## src/rtl/scr_pkg.sv

```systemverilog
// Constants for the three-phase slope compensation register bank.
// Assumes a 25 MHz controller clock and a command decoder on that clock.
//
// Contract
// - Unused upper bits ignore writes, read zero.
// - Capacitor code from rate bits 9:6.
// - Charging current code from rate bits 5:0.
// - D6h/D7h apply only with three phases.
// - Limit reached: current off, voltage held.
// - Ramp limit is bits 7:0, 5 ns steps.
package scr_pkg;
  // Command codes of the two registers
  localparam logic [7:0] SCR_CMD_RATE_3P = 8'hd6;
  localparam logic [7:0] SCR_CMD_LIMIT_3P = 8'hd7;
  // Register and field layout
  localparam int SCR_REG_W = 16;
  localparam int SCR_RATE_W = 10;
  localparam int SCR_LIMIT_W = 8;
  localparam int SCR_CAP_LSB = 6;
  localparam int SCR_CAP_W = 4;
  localparam int SCR_CUR_LSB = 0;
  localparam int SCR_CUR_W = 6;
  // Reset values
  localparam logic [SCR_RATE_W-1:0] SCR_RATE_RST = 10'h000;
  localparam logic [SCR_LIMIT_W-1:0] SCR_LIMIT_RST = 8'h00;
  // Timing: clock period and limit step, both in ns
  localparam int SCR_CLK_PERIOD_NS = 40;
  localparam int SCR_STEP_NS = 5;
  // Steps elapsed per clock, rounded down, never below one
  localparam int SCR_STEPS_PER_CLK_I = (SCR_CLK_PERIOD_NS / SCR_STEP_NS) < 1 ? 1
                                       : (SCR_CLK_PERIOD_NS / SCR_STEP_NS);
  localparam int SCR_ELAPSED_W = 10;
  localparam logic [SCR_ELAPSED_W-1:0] SCR_STEPS_PER_CLK = SCR_ELAPSED_W'(SCR_STEPS_PER_CLK_I);
  // Ramp states, one-hot
  typedef enum logic [2:0]
  {
    SCR_IDLE = 3'b001,
    SCR_RAMP = 3'b010,
    SCR_HOLD = 3'b100
  } scr_state_e;
endpackage

```

## src/rtl/scr_slope_regs.sv

```systemverilog
// Three-phase slope compensation registers and ramp-duration limiter.
// Assumes command code, strobes and phase status come from logic on i_ref_clk.
`timescale 1ns/100ps
module scr_slope_regs
(
  input wire logic i_ref_clk, // Controller clock
  input wire logic i_resetn, // Asynchronous reset, active low
  input wire logic [7:0] i_cmd_code, // Command code of the access
  input wire logic i_wr_stb, // One-cycle write strobe
  input wire logic [scr_pkg::SCR_REG_W-1:0] i_wr_data, // Write word
  input wire logic i_rd_stb, // One-cycle read strobe
  input wire logic i_three_phase, // Controller runs three phases
  input wire logic i_ramp_start, // Blanking ended, new ramp begins
  output logic [scr_pkg::SCR_REG_W-1:0] o_rd_data, // Read word
  output logic [scr_pkg::SCR_CAP_W-1:0] o_ramp_cap_select, // Ramp capacitor code
  output logic [scr_pkg::SCR_CUR_W-1:0] o_ramp_current_code, // Ramp current code
  output logic o_ramp_current_en, // Ramp current source on
  output logic o_slope_hold // Slope voltage held
);
  import scr_pkg::*;

  // Register storage
  logic [SCR_RATE_W-1:0] rate_q, rate_d; // Rate register, used bits only
  logic [SCR_LIMIT_W-1:0] limit_q, limit_d; // Limit register, used bits only
  logic [SCR_REG_W-1:0] rd_data_d; // Next read word
  // Ramp control state
  scr_state_e state_q, state_d; // Ramp state
  logic [SCR_ELAPSED_W-1:0] elapsed_q, elapsed_d; // Steps since ramp start
  logic [SCR_ELAPSED_W-1:0] elapsed_inc; // Steps after this clock
  // Output registers
  logic [SCR_CAP_W-1:0] cap_d; // Next capacitor code
  logic [SCR_CUR_W-1:0] cur_d; // Next current code
  logic en_d; // Next source enable
  logic hold_d; // Next hold flag

  // Register writes and read data
  always_comb
  begin
    rate_d = rate_q;
    limit_d = limit_q;
    rd_data_d = o_rd_data;
    if (i_wr_stb && i_cmd_code == SCR_CMD_RATE_3P)
    begin
      // Upper bits dropped on write
      rate_d = i_wr_data[SCR_RATE_W-1:0];
    end
    if (i_wr_stb && i_cmd_code == SCR_CMD_LIMIT_3P)
    begin
      limit_d = i_wr_data[SCR_LIMIT_W-1:0];
    end
    if (i_rd_stb)
    begin
      // Zero-extended words, unmapped codes read zero
      unique case (i_cmd_code)
        SCR_CMD_RATE_3P: rd_data_d = {{(SCR_REG_W-SCR_RATE_W){1'b0}}, rate_q};
        SCR_CMD_LIMIT_3P: rd_data_d = {{(SCR_REG_W-SCR_LIMIT_W){1'b0}}, limit_q};
        default: rd_data_d = 16'h0000;
      endcase
    end
  end

  // Register storage flops
  always_ff @(posedge i_ref_clk or negedge i_resetn)
  begin
    if (!i_resetn)
    begin
      rate_q <= SCR_RATE_RST;
      limit_q <= SCR_LIMIT_RST;
      o_rd_data <= 16'h0000;
    end
    else
    begin
      rate_q <= rate_d;
      limit_q <= limit_d;
      o_rd_data <= rd_data_d;
    end
  end

  // Ramp timer: counts steps and stops the source at the limit
  always_comb
  begin
    state_d = state_q;
    elapsed_d = elapsed_q;
    elapsed_inc = elapsed_q + SCR_STEPS_PER_CLK;
    if (!i_three_phase)
    begin
      // Settings are not ours outside three-phase operation
      state_d = SCR_IDLE;
      elapsed_d = 10'h000;
    end
    else if (i_ramp_start)
    begin
      // Each ramp restarts the count, and the source unless the limit is zero
      elapsed_d = 10'h000;
      state_d = (limit_q == 8'h00) ? SCR_HOLD : SCR_RAMP;
    end
    else
    begin
      unique case (state_q)
        SCR_IDLE: state_d = SCR_IDLE;
        SCR_RAMP:
        begin
          elapsed_d = elapsed_inc;
          if (elapsed_inc >= {2'b00, limit_q})
          begin
            state_d = SCR_HOLD;
          end
        end
        SCR_HOLD: state_d = SCR_HOLD;
        default: state_d = SCR_IDLE;
      endcase
    end
  end

  // Enable and hold follow the next state, codes follow the rate register, so each output is a flop
  always_comb
  begin
    cap_d = i_three_phase ? rate_q[SCR_CAP_LSB +: SCR_CAP_W] : 4'h0;
    cur_d = i_three_phase ? rate_q[SCR_CUR_LSB +: SCR_CUR_W] : 6'h00;
    en_d = (state_d == SCR_RAMP);
    hold_d = (state_d == SCR_HOLD);
  end

  // Ramp state and output flops
  always_ff @(posedge i_ref_clk or negedge i_resetn)
  begin
    if (!i_resetn)
    begin
      state_q <= SCR_IDLE;
      elapsed_q <= 10'h000;
      o_ramp_cap_select <= 4'h0;
      o_ramp_current_code <= 6'h00;
      o_ramp_current_en <= 1'b0;
      o_slope_hold <= 1'b0;
    end
    else
    begin
      state_q <= state_d;
      elapsed_q <= elapsed_d;
      o_ramp_cap_select <= cap_d;
      o_ramp_current_code <= cur_d;
      o_ramp_current_en <= en_d;
      o_slope_hold <= hold_d;
    end
  end
endmodule

```

## config.mk

```make
export PLATFORM = sky130hd
export DESIGN_NAME = scr_slope_regs
export DESIGN_NICKNAME = d
export VERILOG_FILES = /design/src/rtl/scr_pkg.sv /design/src/rtl/scr_slope_regs.sv
export SDC_FILE = /design/constraint.sdc
export NUM_CORES = 1
export LEC_CHECK = 0
export CAP_MARGIN = 40
export CELL_PAD_IN_SITES_DETAIL_PLACEMENT = 2
export CELL_PAD_IN_SITES_GLOBAL_PLACEMENT = 2
export CORE_MARGIN = 2
export CORE_UTILIZATION = 40
export CTS_CLUSTER_DIAMETER = 40
export DETAILED_ROUTE_END_ITERATION = 7
export DONT_BUFFER_PORTS = 1
export GPL_TIMING_DRIVEN = 0
export PLACE_DENSITY_LB_ADDON = 0.1
export SLEW_MARGIN = 0
export SYNTH_ARGS = -nofsm -noshare
export SYNTH_HDL_FRONTEND = slang
export SYNTH_SLANG_ARGS = --single-unit
export TNS_END_PERCENT = 100
```

## constraint.sdc

```tcl
create_clock -name i_ref_clk -period 4.1 [get_ports i_ref_clk]
set_clock_uncertainty 0.05 [all_clocks]
set_input_delay 0.205 -clock i_ref_clk [delete_from_list [all_inputs] [get_ports i_ref_clk]]
set_output_delay 0.205 -clock i_ref_clk [all_outputs]
set_load 0.01 [all_outputs]
```

==> Word level (Yosys, flattened, before mapping) <==
Cells that the tools add are included.
{ "totals": {"memories": 0, "mem_bits_rw": 0, "regBits": 59, "elab_cells": 32, "rom_bits": 0, "output_inout_bits": 28, "in_bits": 30, "latchBits": 0} }
{ "classes": {"n_div": 0, "add_sub_neg": 1, "n_lt_le_gt_ge": 1, "n_reduce_logical": 3, "eq_ne": 7, "n_shift": 0, "mux": 11, "n_mul": 0, "bitwise": 0} }
{ "op_table": {"columns": ["cell", "n"], "rows": [
  ["$mux W10", 3],
  ["$pmux W10 S2", 1],
  ["$eq A8 B8 Y1 const B", 2],
  ["$mux W3", 4],
  ["$add A10 B4 Y10 const B", 1],
  ["$ge A10 B8 Y1", 1],
  ["$logic_not A8 Y1", 1],
  ["$eq A3 B2 Y1 const B", 2],
  ["$eq A3 B3 Y1 const B", 2],
  ["$mux W6", 1],
  ["$pmux W3 S2", 1],
  ["$mux W4", 1],
  ["$ne A3 B1 Y1 const B", 1],
  ["$logic_and A1 B1 Y1", 2]
]} }

==> Depth between registers and ports, before layout <==
Gate-level depths: netlist of run 1.
{ "logic_depth": {"depth_word": 7, "mapped_depth": 8} }

==> Worst setup path after synthesis of run 1 <==
OpenSTA, ideal clock, no wires.
{ "synth_timing": {"path_type": "register -> register", "start": "register elapsed_q[3]", "end": "register o_slope_hold", "path_slack_ps": 2164, "required_ps": 3985, "synth_period_minus_slack_ps": 1936, "arrival_time_ps": 1821, "path_buffers": 0, "stages_incl_launch_ff": 9, "path_cell_list": "dfrtp_1 ha_1 nand3_1 xnor2_1 ha_1 o211ai_1 or3_1 nand3_1 o211a_1"} }
{ "synth_via": {"elab_chain_cells": 7} }
{ "synth_rtl": {"columns": ["element", "line", "source"], "rows": [
  ["start, declared", "scr_slope_regs.sv:28", "logic [SCR_ELAPSED_W-1:0] elapsed_q, elapsed_d;"],
  ["start signal, assigned", "scr_slope_regs.sv:139", "elapsed_q <= elapsed_d;"],
  ["$add A10 B4 Y10", "scr_slope_regs.sv:84", "elapsed_inc = elapsed_q + SCR_STEPS_PER_CLK;"],
  ["$ge A10 B8 Y1", "scr_slope_regs.sv:104", "if (elapsed_inc >= {2'b00, limit_q})"],
  ["$mux W3", "scr_slope_regs.sv:104", null],
  ["$pmux W3 S2", "scr_slope_regs.sv:99", "unique case (state_q)"],
  ["$mux W3", "scr_slope_regs.sv:91", "else if (i_ramp_start)"],
  ["$mux W3", "scr_slope_regs.sv:85", "if (!i_three_phase)"],
  ["$eq A3 B3 Y1", "scr_slope_regs.sv:121", "hold_d = (state_d == SCR_HOLD);"],
  ["net hold_d", "scr_slope_regs.sv:34", "logic hold_d;"],
  ["end signal, assigned", "scr_slope_regs.sv:143", "o_slope_hold <= hold_d;"],
  ["end, declared", "scr_slope_regs.sv:18", "output logic o_slope_hold"]
]} }
The timed path passes the listed nets, and every way through them passes these cells.
A chain may end at the register's enable or synchronous reset.

==> Final worst setup path of run 1 <==
{ "layout_timing": {"start": "register elapsed_q[3]", "end": "register state_q[1]"} }
{ "layout_via": {"elab_chain_cells": 6} }
{ "layout_rtl": {"columns": ["element", "line", "source"], "rows": [
  ["$add A10 B4 Y10", "scr_slope_regs.sv:84", null],
  ["$ge A10 B8 Y1", "scr_slope_regs.sv:104", null],
  ["$mux W3", "scr_slope_regs.sv:104", null],
  ["$pmux W3 S2", "scr_slope_regs.sv:99", null],
  ["$mux W3", "scr_slope_regs.sv:91", null],
  ["$mux W3", "scr_slope_regs.sv:85", null],
  ["net state_d[1]", "scr_slope_regs.sv:27", "scr_state_e state_q, state_d;"],
  ["end signal, assigned", "scr_slope_regs.sv:138", "state_q <= state_d;"],
  ["end, declared", "scr_slope_regs.sv:27", null]
]} }
The timed path passes the listed nets, and every way through them passes these cells.

==> reports/results.ini, run 1 <==
[clock_network]
tritoncts=yes
post_cts.resized_instances=0
worstSkewPairLatency_ns=0.30
max-clock-path-buffers=2
clkSinkCount=50
htreeDepth=2
cts_post_setup_buffers_inserted=0
tritoncts.num_buffers=5
ctsHoldBuffers=13
cts.clk_slew.worst_paths_ns=0.09
ctsRootBufferMaster=clkbuf_8

[sta]
tightest_slew_ns=0.504
fin_worst_hold_slack_ns=0.0139
fin_crit_sh_pct=53.0
timing.fmax_mhz=460
time_the_final_worst_path_needs_with_i_o_delays_and_setup_ns=2.17
setup_total_negative_slack_ns=0
fin_ws_ns=1.93
finalMaxSlewViolations=0
final-hold-violation-count=0
setup_viol_count_final=0
unrepaired_setup_endpoints_after_global_routing=false
worst_relative_slew_slack_pct=66.4

[setup_path]
timing.rr.start=elapsed_q[3]$_DFFE_PN0P_
r2r.worst_path.cells=8
critical_path.slowest_cell=dfrtp_1
critical_path.endpoint_type=flip-flop
worst-setup-path-type=flip-flop to flip-flop
worst_ep_required_time_ns=4.23
timing.rr.end=state_q[1]$_DFF_PN0_
critical_path.max_fanout=4
cp.arrival_ns=2.30
rrSetupSlack_ns=1.93
startpoint_type=flip-flop
worst_path_largest_cell_delay_ns=0.42
critical_path.cell_chain=ha_1 > nand3_1 > xnor2_1 > ha_1 > o211ai_1 > or3_1 > nand3_1 > o21ai_0

[routing]
drc=0
vias_per_cell=5.37
total_length_of_routed_wires_mm=5.36
via_count=1583
ant_nets=0
detail_route.wl_per_cell_um=18.2
drt_pass1_iterations=4
drt-initial-drc-count=66

[floorplan]
dieHeight_um=79.7
die_width_um=79.7
floorplan.core_area_sq_mm=0.00551
initial_core_util_pct=41.6
dieArea_sq_mm=0.00635
boundaryPins=58
std_cell_rows=27

[worst_hold_path]
hold_path_end=rate_q[3]$_DFFE_PN0P_
hold_class=input port to flip-flop
holdCritStartpoint=i_wr_data[3]
hold-path-cell-count=1

[grt]
grt_start_max_net_pins=51
via_count_of_the_first_global_routing_pass=1768
grt_pass1_wl_mm=9.01
antenna_violations_before_repair=0
grt_util_overall_pct=18.6
grt_overflow_total=0

[placed_design]
dp_cells=273
place_congestion=0.777
post-place-ws_ns=1.91
detailed_place_hpwl_mm=3.80
buffer_ports.inserted=0

[synthesis]
post-synth-top-area-fraction_pct=53.5
synth-seq-cells=50
ys_top_cells_by_area=dfrtp_1, mux2_2, ha_1
ys_async_sr_fraction_pct=100
netlist_instances=196
synth-warning-count=0
syn-cell-area_sq_mm=0.00229
synthDominantAreaCellType=dfrtp_1
yosysSeqAreaShare_pct=54.7
yosys.cell_types.count=39
avgSynthCellArea_sq_um=11.7
synth-edff-count=0
ys.flop_type=dfrtp_1

[final_layout]
diodes=0
num-fill-cells=560
finish.utilization_pct=48.3
finalNonFillerCells=295
final_cell_mix=dfrtp_1, mux2_2, nor2_1
drive_above_1_share_pct=19.3
final_common_cell=dfrtp_1
total_number_of_nets_in_the_final_design=258
layout_area_overhead_pct=16.0

[power]
power.static_leakage_uw=0.00123
p_per_area_mw_per_mm2=347
power.ir.vdd_worst_mv=0.154

[outcome]
status=completed

[job]
drv_cap=0

-- registers in the layout (all words and copies together), names as in the netlist --
name	count
o_ramp_current_code	6
o_slope_hold	1
o_ramp_current_en	1
limit_q	8
rate_q	10
elapsed_q	7
state_q	3
o_rd_data	10
o_ramp_cap_select	4
-- report_power, final --
group	internal, uW	switching (uW)	total (uW)
Combinational	38.6	44.2	82.8
Clock	139	166	305
Sequential	514	20.6	534
-- per-layer routing --
layer  share of wire, %  vias up  track usage, %  wire, um
li1                   -      719               -         -
met1                 42      820            22.5      2230
met2                 52       39            32.4      2790
met3                5.3        5            5.20       283
met4                1.1        0            4.83        57
met5                  0        -               0         0
-- stage by stage --
stage | total power, uW | instance area, sq um
floorplan | 585 | 2310
global placement | 598 | 2400
detailed placement | 604 | 2400
CTS | 935 | 2650
global route | 968 | 2660
finish | 922 | 2660
-- worst max path at each step --
stage	startpoint	end	slack, ns	cells past startpoint
global route	elapsed_q[3]$_DFFE_PN0P_	state_q[1]$_DFF_PN0_	1.73	8
CTS	elapsed_q[3]$_DFFE_PN0P_	state_q[1]$_DFF_PN0_	1.90	8
detailed placement	elapsed_q[3]$_DFFE_PN0P_	state_q[1]$_DFF_PN0_	1.91	8
global placement	elapsed_q[3]$_DFFE_PN0P_	o_ramp_current_en$_DFF_PN0_	1.99	8
finish	elapsed_q[3]$_DFFE_PN0P_	state_q[1]$_DFF_PN0_	1.93	8
floorplan	elapsed_q[3]$_DFFE_PN0P_	o_slope_hold$_DFF_PN0_	2.16	8
-- critical path, delay by kind of cell (launching register included) --
kind	cells	cell delay [ns]
DFF	1	0.42
and+or+nand+nor	3	0.67
xor gates and xnor gates	1	0.17
adders and majority gates	2	0.54
AOI/OAI and AO/OA	2	0.21
-- logic make-up after synthesis --
logic type	count (synthesis)	synth area share, %
xor+xnor	10	3.82
buf+inv	20	5.02
flops	50	54.7
simple gates	59	15.3
other cells	1	0.164
mux	18	8.85
compound gates	32	8.90
fa+ha+maj	6	3.28
-- synthesized netlist by cell type, types with 5 or more instances --
library cell	count
nand2_1	5
dfrtp_1	49
a21oi_1	12
nor2_1	15
o21ai_0	7
a22oi_1	7
xnor2_1	6
ha_1	6
nand3_1	8
mux2_2	17
buf_4	7
and2_1	11
inv_1	8
-- cell type report --
class                      instances  area, sq um  area share (%)
buffer                            12         85.1            3.20
clock buffer                       6         82.6            3.11
tap                               72         90.1            3.39
inverter                           8         30.0            1.13
timing repair buffer              14          158            5.93
multi-input combinational        131          942            35.5
clock inverter                     2         17.5           0.659
sequential                        50         1250            47.1
Note: power is estimated with default switching activity, not from simulation.
==> inputs of run 2 (changes only) <==
--- a/config.mk
+++ b/config.mk
@@ -5,11 +5,12 @@
 export SDC_FILE = /design/constraint.sdc
 export NUM_CORES = 1
 export LEC_CHECK = 0
+export ABC_AREA = 1
 export CAP_MARGIN = 40
 export CELL_PAD_IN_SITES_DETAIL_PLACEMENT = 2
 export CELL_PAD_IN_SITES_GLOBAL_PLACEMENT = 2
 export CORE_MARGIN = 2
-export CORE_UTILIZATION = 40
+export CORE_UTILIZATION = 33
 export CTS_CLUSTER_DIAMETER = 40
 export DETAILED_ROUTE_END_ITERATION = 7
 export DONT_BUFFER_PORTS = 1
==> constraint.sdc (replaced) <==
create_clock -name i_ref_clk -period 1.8 [get_ports i_ref_clk]
set_clock_uncertainty 0.05 [all_clocks]
set_input_delay 0.09 -clock i_ref_clk [delete_from_list [all_inputs] [get_ports i_ref_clk]]
set_output_delay 0.09 -clock i_ref_clk [all_outputs]
set_load 0.01 [all_outputs]
==> reports/results.ini, run 2 <==
[grt]
grt_start_max_net_pins=51  ; unchanged
antenna_violations_before_repair=0  ; unchanged
grt_overflow_total=0  ; unchanged
grt_pass1_wl_mm=11.0  ; +22%
grt_util_overall_pct=18.4  ; -0.18 points
via_count_of_the_first_global_routing_pass=2161  ; +22%

[worst_hold_path]
hold_class=input port to flip-flop

[setup_path]
worst_ep_required_time_ns=1.93  ; -2.30 ns
worst-setup-path-type=flip-flop to flip-flop
timing.rr.end=state_q[2]$_DFF_PN0_
critical_path.max_fanout=4  ; unchanged
timing.rr.start=elapsed_q[3]$_DFFE_PN0P_
critical_path.endpoint_type=flip-flop
worst_setup_path_end=state_q[2]$_DFF_PN0_
critPathLaunch=elapsed_q[3]$_DFFE_PN0P_
rrSetupSlack_ns=-0.17  ; -2.10 ns
r2r.worst_path.cells=13  ; +5
startpoint_type=flip-flop
cp.arrival_ns=2.10  ; -0.20 ns

[sta]
tightest_slew_ns=0.591  ; +0.0875 ns
final-hold-violation-count=0  ; unchanged
setup_viol_count_final=4  ; +4
timing.fmax_mhz=508  ; +10%
fin_ws_ns=-0.169  ; -2.10 ns
finalMaxSlewViolations=0  ; unchanged
fin_crit_sh_pct=109  ; +56 points
worst_relative_slew_slack_pct=60.6  ; -5.8 points
time_the_final_worst_path_needs_with_i_o_delays_and_setup_ns=1.97  ; -0.203 ns
fin_worst_hold_slack_ns=0.00942  ; -0.00451 ns
unrepaired_setup_endpoints_after_global_routing=true

[power]
power.static_leakage_uw=0.00150  ; +22%
p_per_area_mw_per_mm2=747  ; +120%
power.ir.vdd_worst_mv=0.335  ; +120%

[synthesis]
synth-warning-count=0  ; unchanged
yosys.cell_types.count=29  ; -26%
synth_fa_ha_area_share_pct=3.16  ; -0.12 points
syn-cell-area_sq_mm=0.00237  ; +3.7%
avgSynthCellArea_sq_um=8.83  ; -24%
synth.most_common_cell=nand2_1
post-synth-top-area-fraction_pct=51.6  ; -1.9 points
yosys.area_share.simple_pct=22.0  ; +6.7 points
synthDominantAreaCellType=dfrtp_1
ys_top_cells_by_area=dfrtp_1, nand2_1, inv_1
synth.area.mux_share_pct=0  ; -8.8 points
ys.flop_type=dfrtp_1
synth_xor_xnor_area_share_pct=0.738  ; -3.1 points
netlist_instances=269  ; +37%
synth-seq-cells=50  ; unchanged
yosysSeqAreaShare_pct=52.7  ; -1.9 points
synth-edff-count=0  ; unchanged
synth_commonest_cells=nand2_1, dfrtp_1, inv_1
largest_family_of_logic_cells_by_synthesized_area=simple AND/OR/NAND/NOR gates
synth-compound-area-share_pct=10.5  ; +1.6 points
ys_async_sr_fraction_pct=100  ; unchanged

[placed_design]
buffer_ports.inserted=0  ; unchanged
dp_cells=370  ; +36%
detailed_place_hpwl_mm=4.63  ; +22%
place_congestion=0.701  ; -9.8%
postPlaceCellArea_sq_mm=0.00252  ; +4.8%

[floorplan]
boundaryPins=58  ; unchanged
dieArea_sq_mm=0.00789  ; +24%
floorplan.core_area_sq_mm=0.00687  ; +25%
die_width_um=88.8  ; +11%
initial_core_util_pct=34.6  ; -7.0 points
std_cell_rows=30  ; +11%
dieHeight_um=88.8  ; +11%

[routing]
drc=0  ; unchanged
drt-initial-drc-count=47  ; -29%
total_length_of_routed_wires_mm=6.61  ; +23%
drt_pass1_iterations=4  ; unchanged
ant_nets=0  ; unchanged
vias_per_cell=4.91  ; -8.5%
detail_route.wl_per_cell_um=16.4  ; -9.8%
via_count=1978  ; +25%

[final_layout]
area.sequential_sq_mm=0.00125  ; unchanged
total_number_of_nets_in_the_final_design=342  ; +33%
final_area_sq_mm=0.00291  ; +9.5%
num-fill-cells=793  ; +42%
diodes=0  ; unchanged
layout_area_overhead_pct=22.5
multi_input_comb_area_sq_um=933  ; -0.93%
final_cell_mix=nand2_1, dfrtp_1, inv_1
final_common_cell=nand2_1
finish.utilization_pct=42.3  ; -5.9 points
top_regs=o_rd_data (10), rate_q (10), limit_q (8)
finalNonFillerCells=403  ; +37%
drive_above_1_share_pct=13.0  ; -6.3 points

[clock_network]
clkSinkCount=50  ; unchanged
htreeDepth=2  ; unchanged
tritoncts.num_buffers=5  ; unchanged
worstSkewPairLatency_ns=0.31  ; about the same
tritoncts=yes
ctsRootBufferMaster=clkbuf_8
cts.clk_slew.worst_paths_ns=0.10  ; about the same
max-clock-path-buffers=2  ; unchanged

[outcome]
failed_checks=setup timing
status=finished with violations

[job]
drv_cap=0  ; unchanged

==> run 2: worst min-delay path by stage <==
stage             startpoint                          endpoint  slack, ns  cells past startpoint
3_5_place_dp        i_resetn  o_ramp_current_code[0]$_DFF_PN0_      -0.25                      0
5_1_grt        i_cmd_code[0]          o_rd_data[8]$_DFFE_PN0P_       0.01                      3
4_1_cts        i_cmd_code[0]          o_rd_data[8]$_DFFE_PN0P_      0.003                      3
3_3_place_gp        i_resetn            o_slope_hold$_DFF_PN0_      -0.25                      0
6_report       i_cmd_code[0]          o_rd_data[8]$_DFFE_PN0P_      0.009                      3
2_1_floorplan       i_resetn          elapsed_q[3]$_DFFE_PN0P_      -0.26                      0
==> run 2: timing repair <==
| item | 4_1_cts | 5_1_grt |
|---|---|---|
| setup buffers | 5 | 2 |
| endpoints found under the hold margin | 82 | 0 |
| resized for setup | 6 | 4 |
| pin swaps | 5 | 3 |
| endpoints found under the setup margin | 4 | 5 |
| hold buffers | 18 | 0 |
==> run 2: per-stage QoR <==
stage	setup TNS (ns)	setup slack, ns	power (uW)
after floorplan	-0.0866	-0.0274	1360
after global routing	-1.24	-0.317	2280
after global placement	-1.31	-0.342	1400
after detailed placement	-1.37	-0.352	1410
after CTS	-0.912	-0.233	2210
final	-0.656	-0.169	2170
==> run 2: worst max-delay path, cell delays in order, from the launching register on <==
cell	delay, ns
dfrtp_1	0.43
ha_4	0.18
nand2_2	0.07
inv_2	0.06
nor2_1	0.18
ha_1	0.28
nand2_1	0.09
o21ai_0	0.09
nor2_1	0.10
nand2_1	0.05
nand2_1	0.06
nand2_1	0.06
nand2_2	0.09
a21oi_1	0.07
==> run 2: cells by family (layout without fill, tap and decap cells) <==
group	after synthesis	in the layout
and+or+nand+nor	110	110
xor gates and xnor gates	2	2
other	1	6
buffers and inverters	58	91
DFF	50	50
AOI/OAI and AO/OA	42	42
adders and majority gates	6	6
==> run 2: per-layer routing <==
layer,wire length (um),global-route usage [%]
met1,2910,23.2
met4,36,4.55
met3,225,3.26
met2,3440,32.6
met5,0,0
==> run 2: where the power goes <==
| part | internal [uW] | switching, uW |
|---|---|---|
| clock network | 318 | 415 |
| logic | 85.8 | 129 |
| registers | 1180 | 47.0 |
==> run 2: final cells by class <==
cell class                      count  share of cell area, %
Buffer                             12                   2.80
Tap cell                           96                   4.13
Timing Repair Buffer               25                   8.60
Sequential cell                    50                   43.1
Multi-Input combinational cell    166                   32.1
Inverter                           46                   5.94
Clock buffer                        6                   2.84
Clock inverter                      2                  0.559
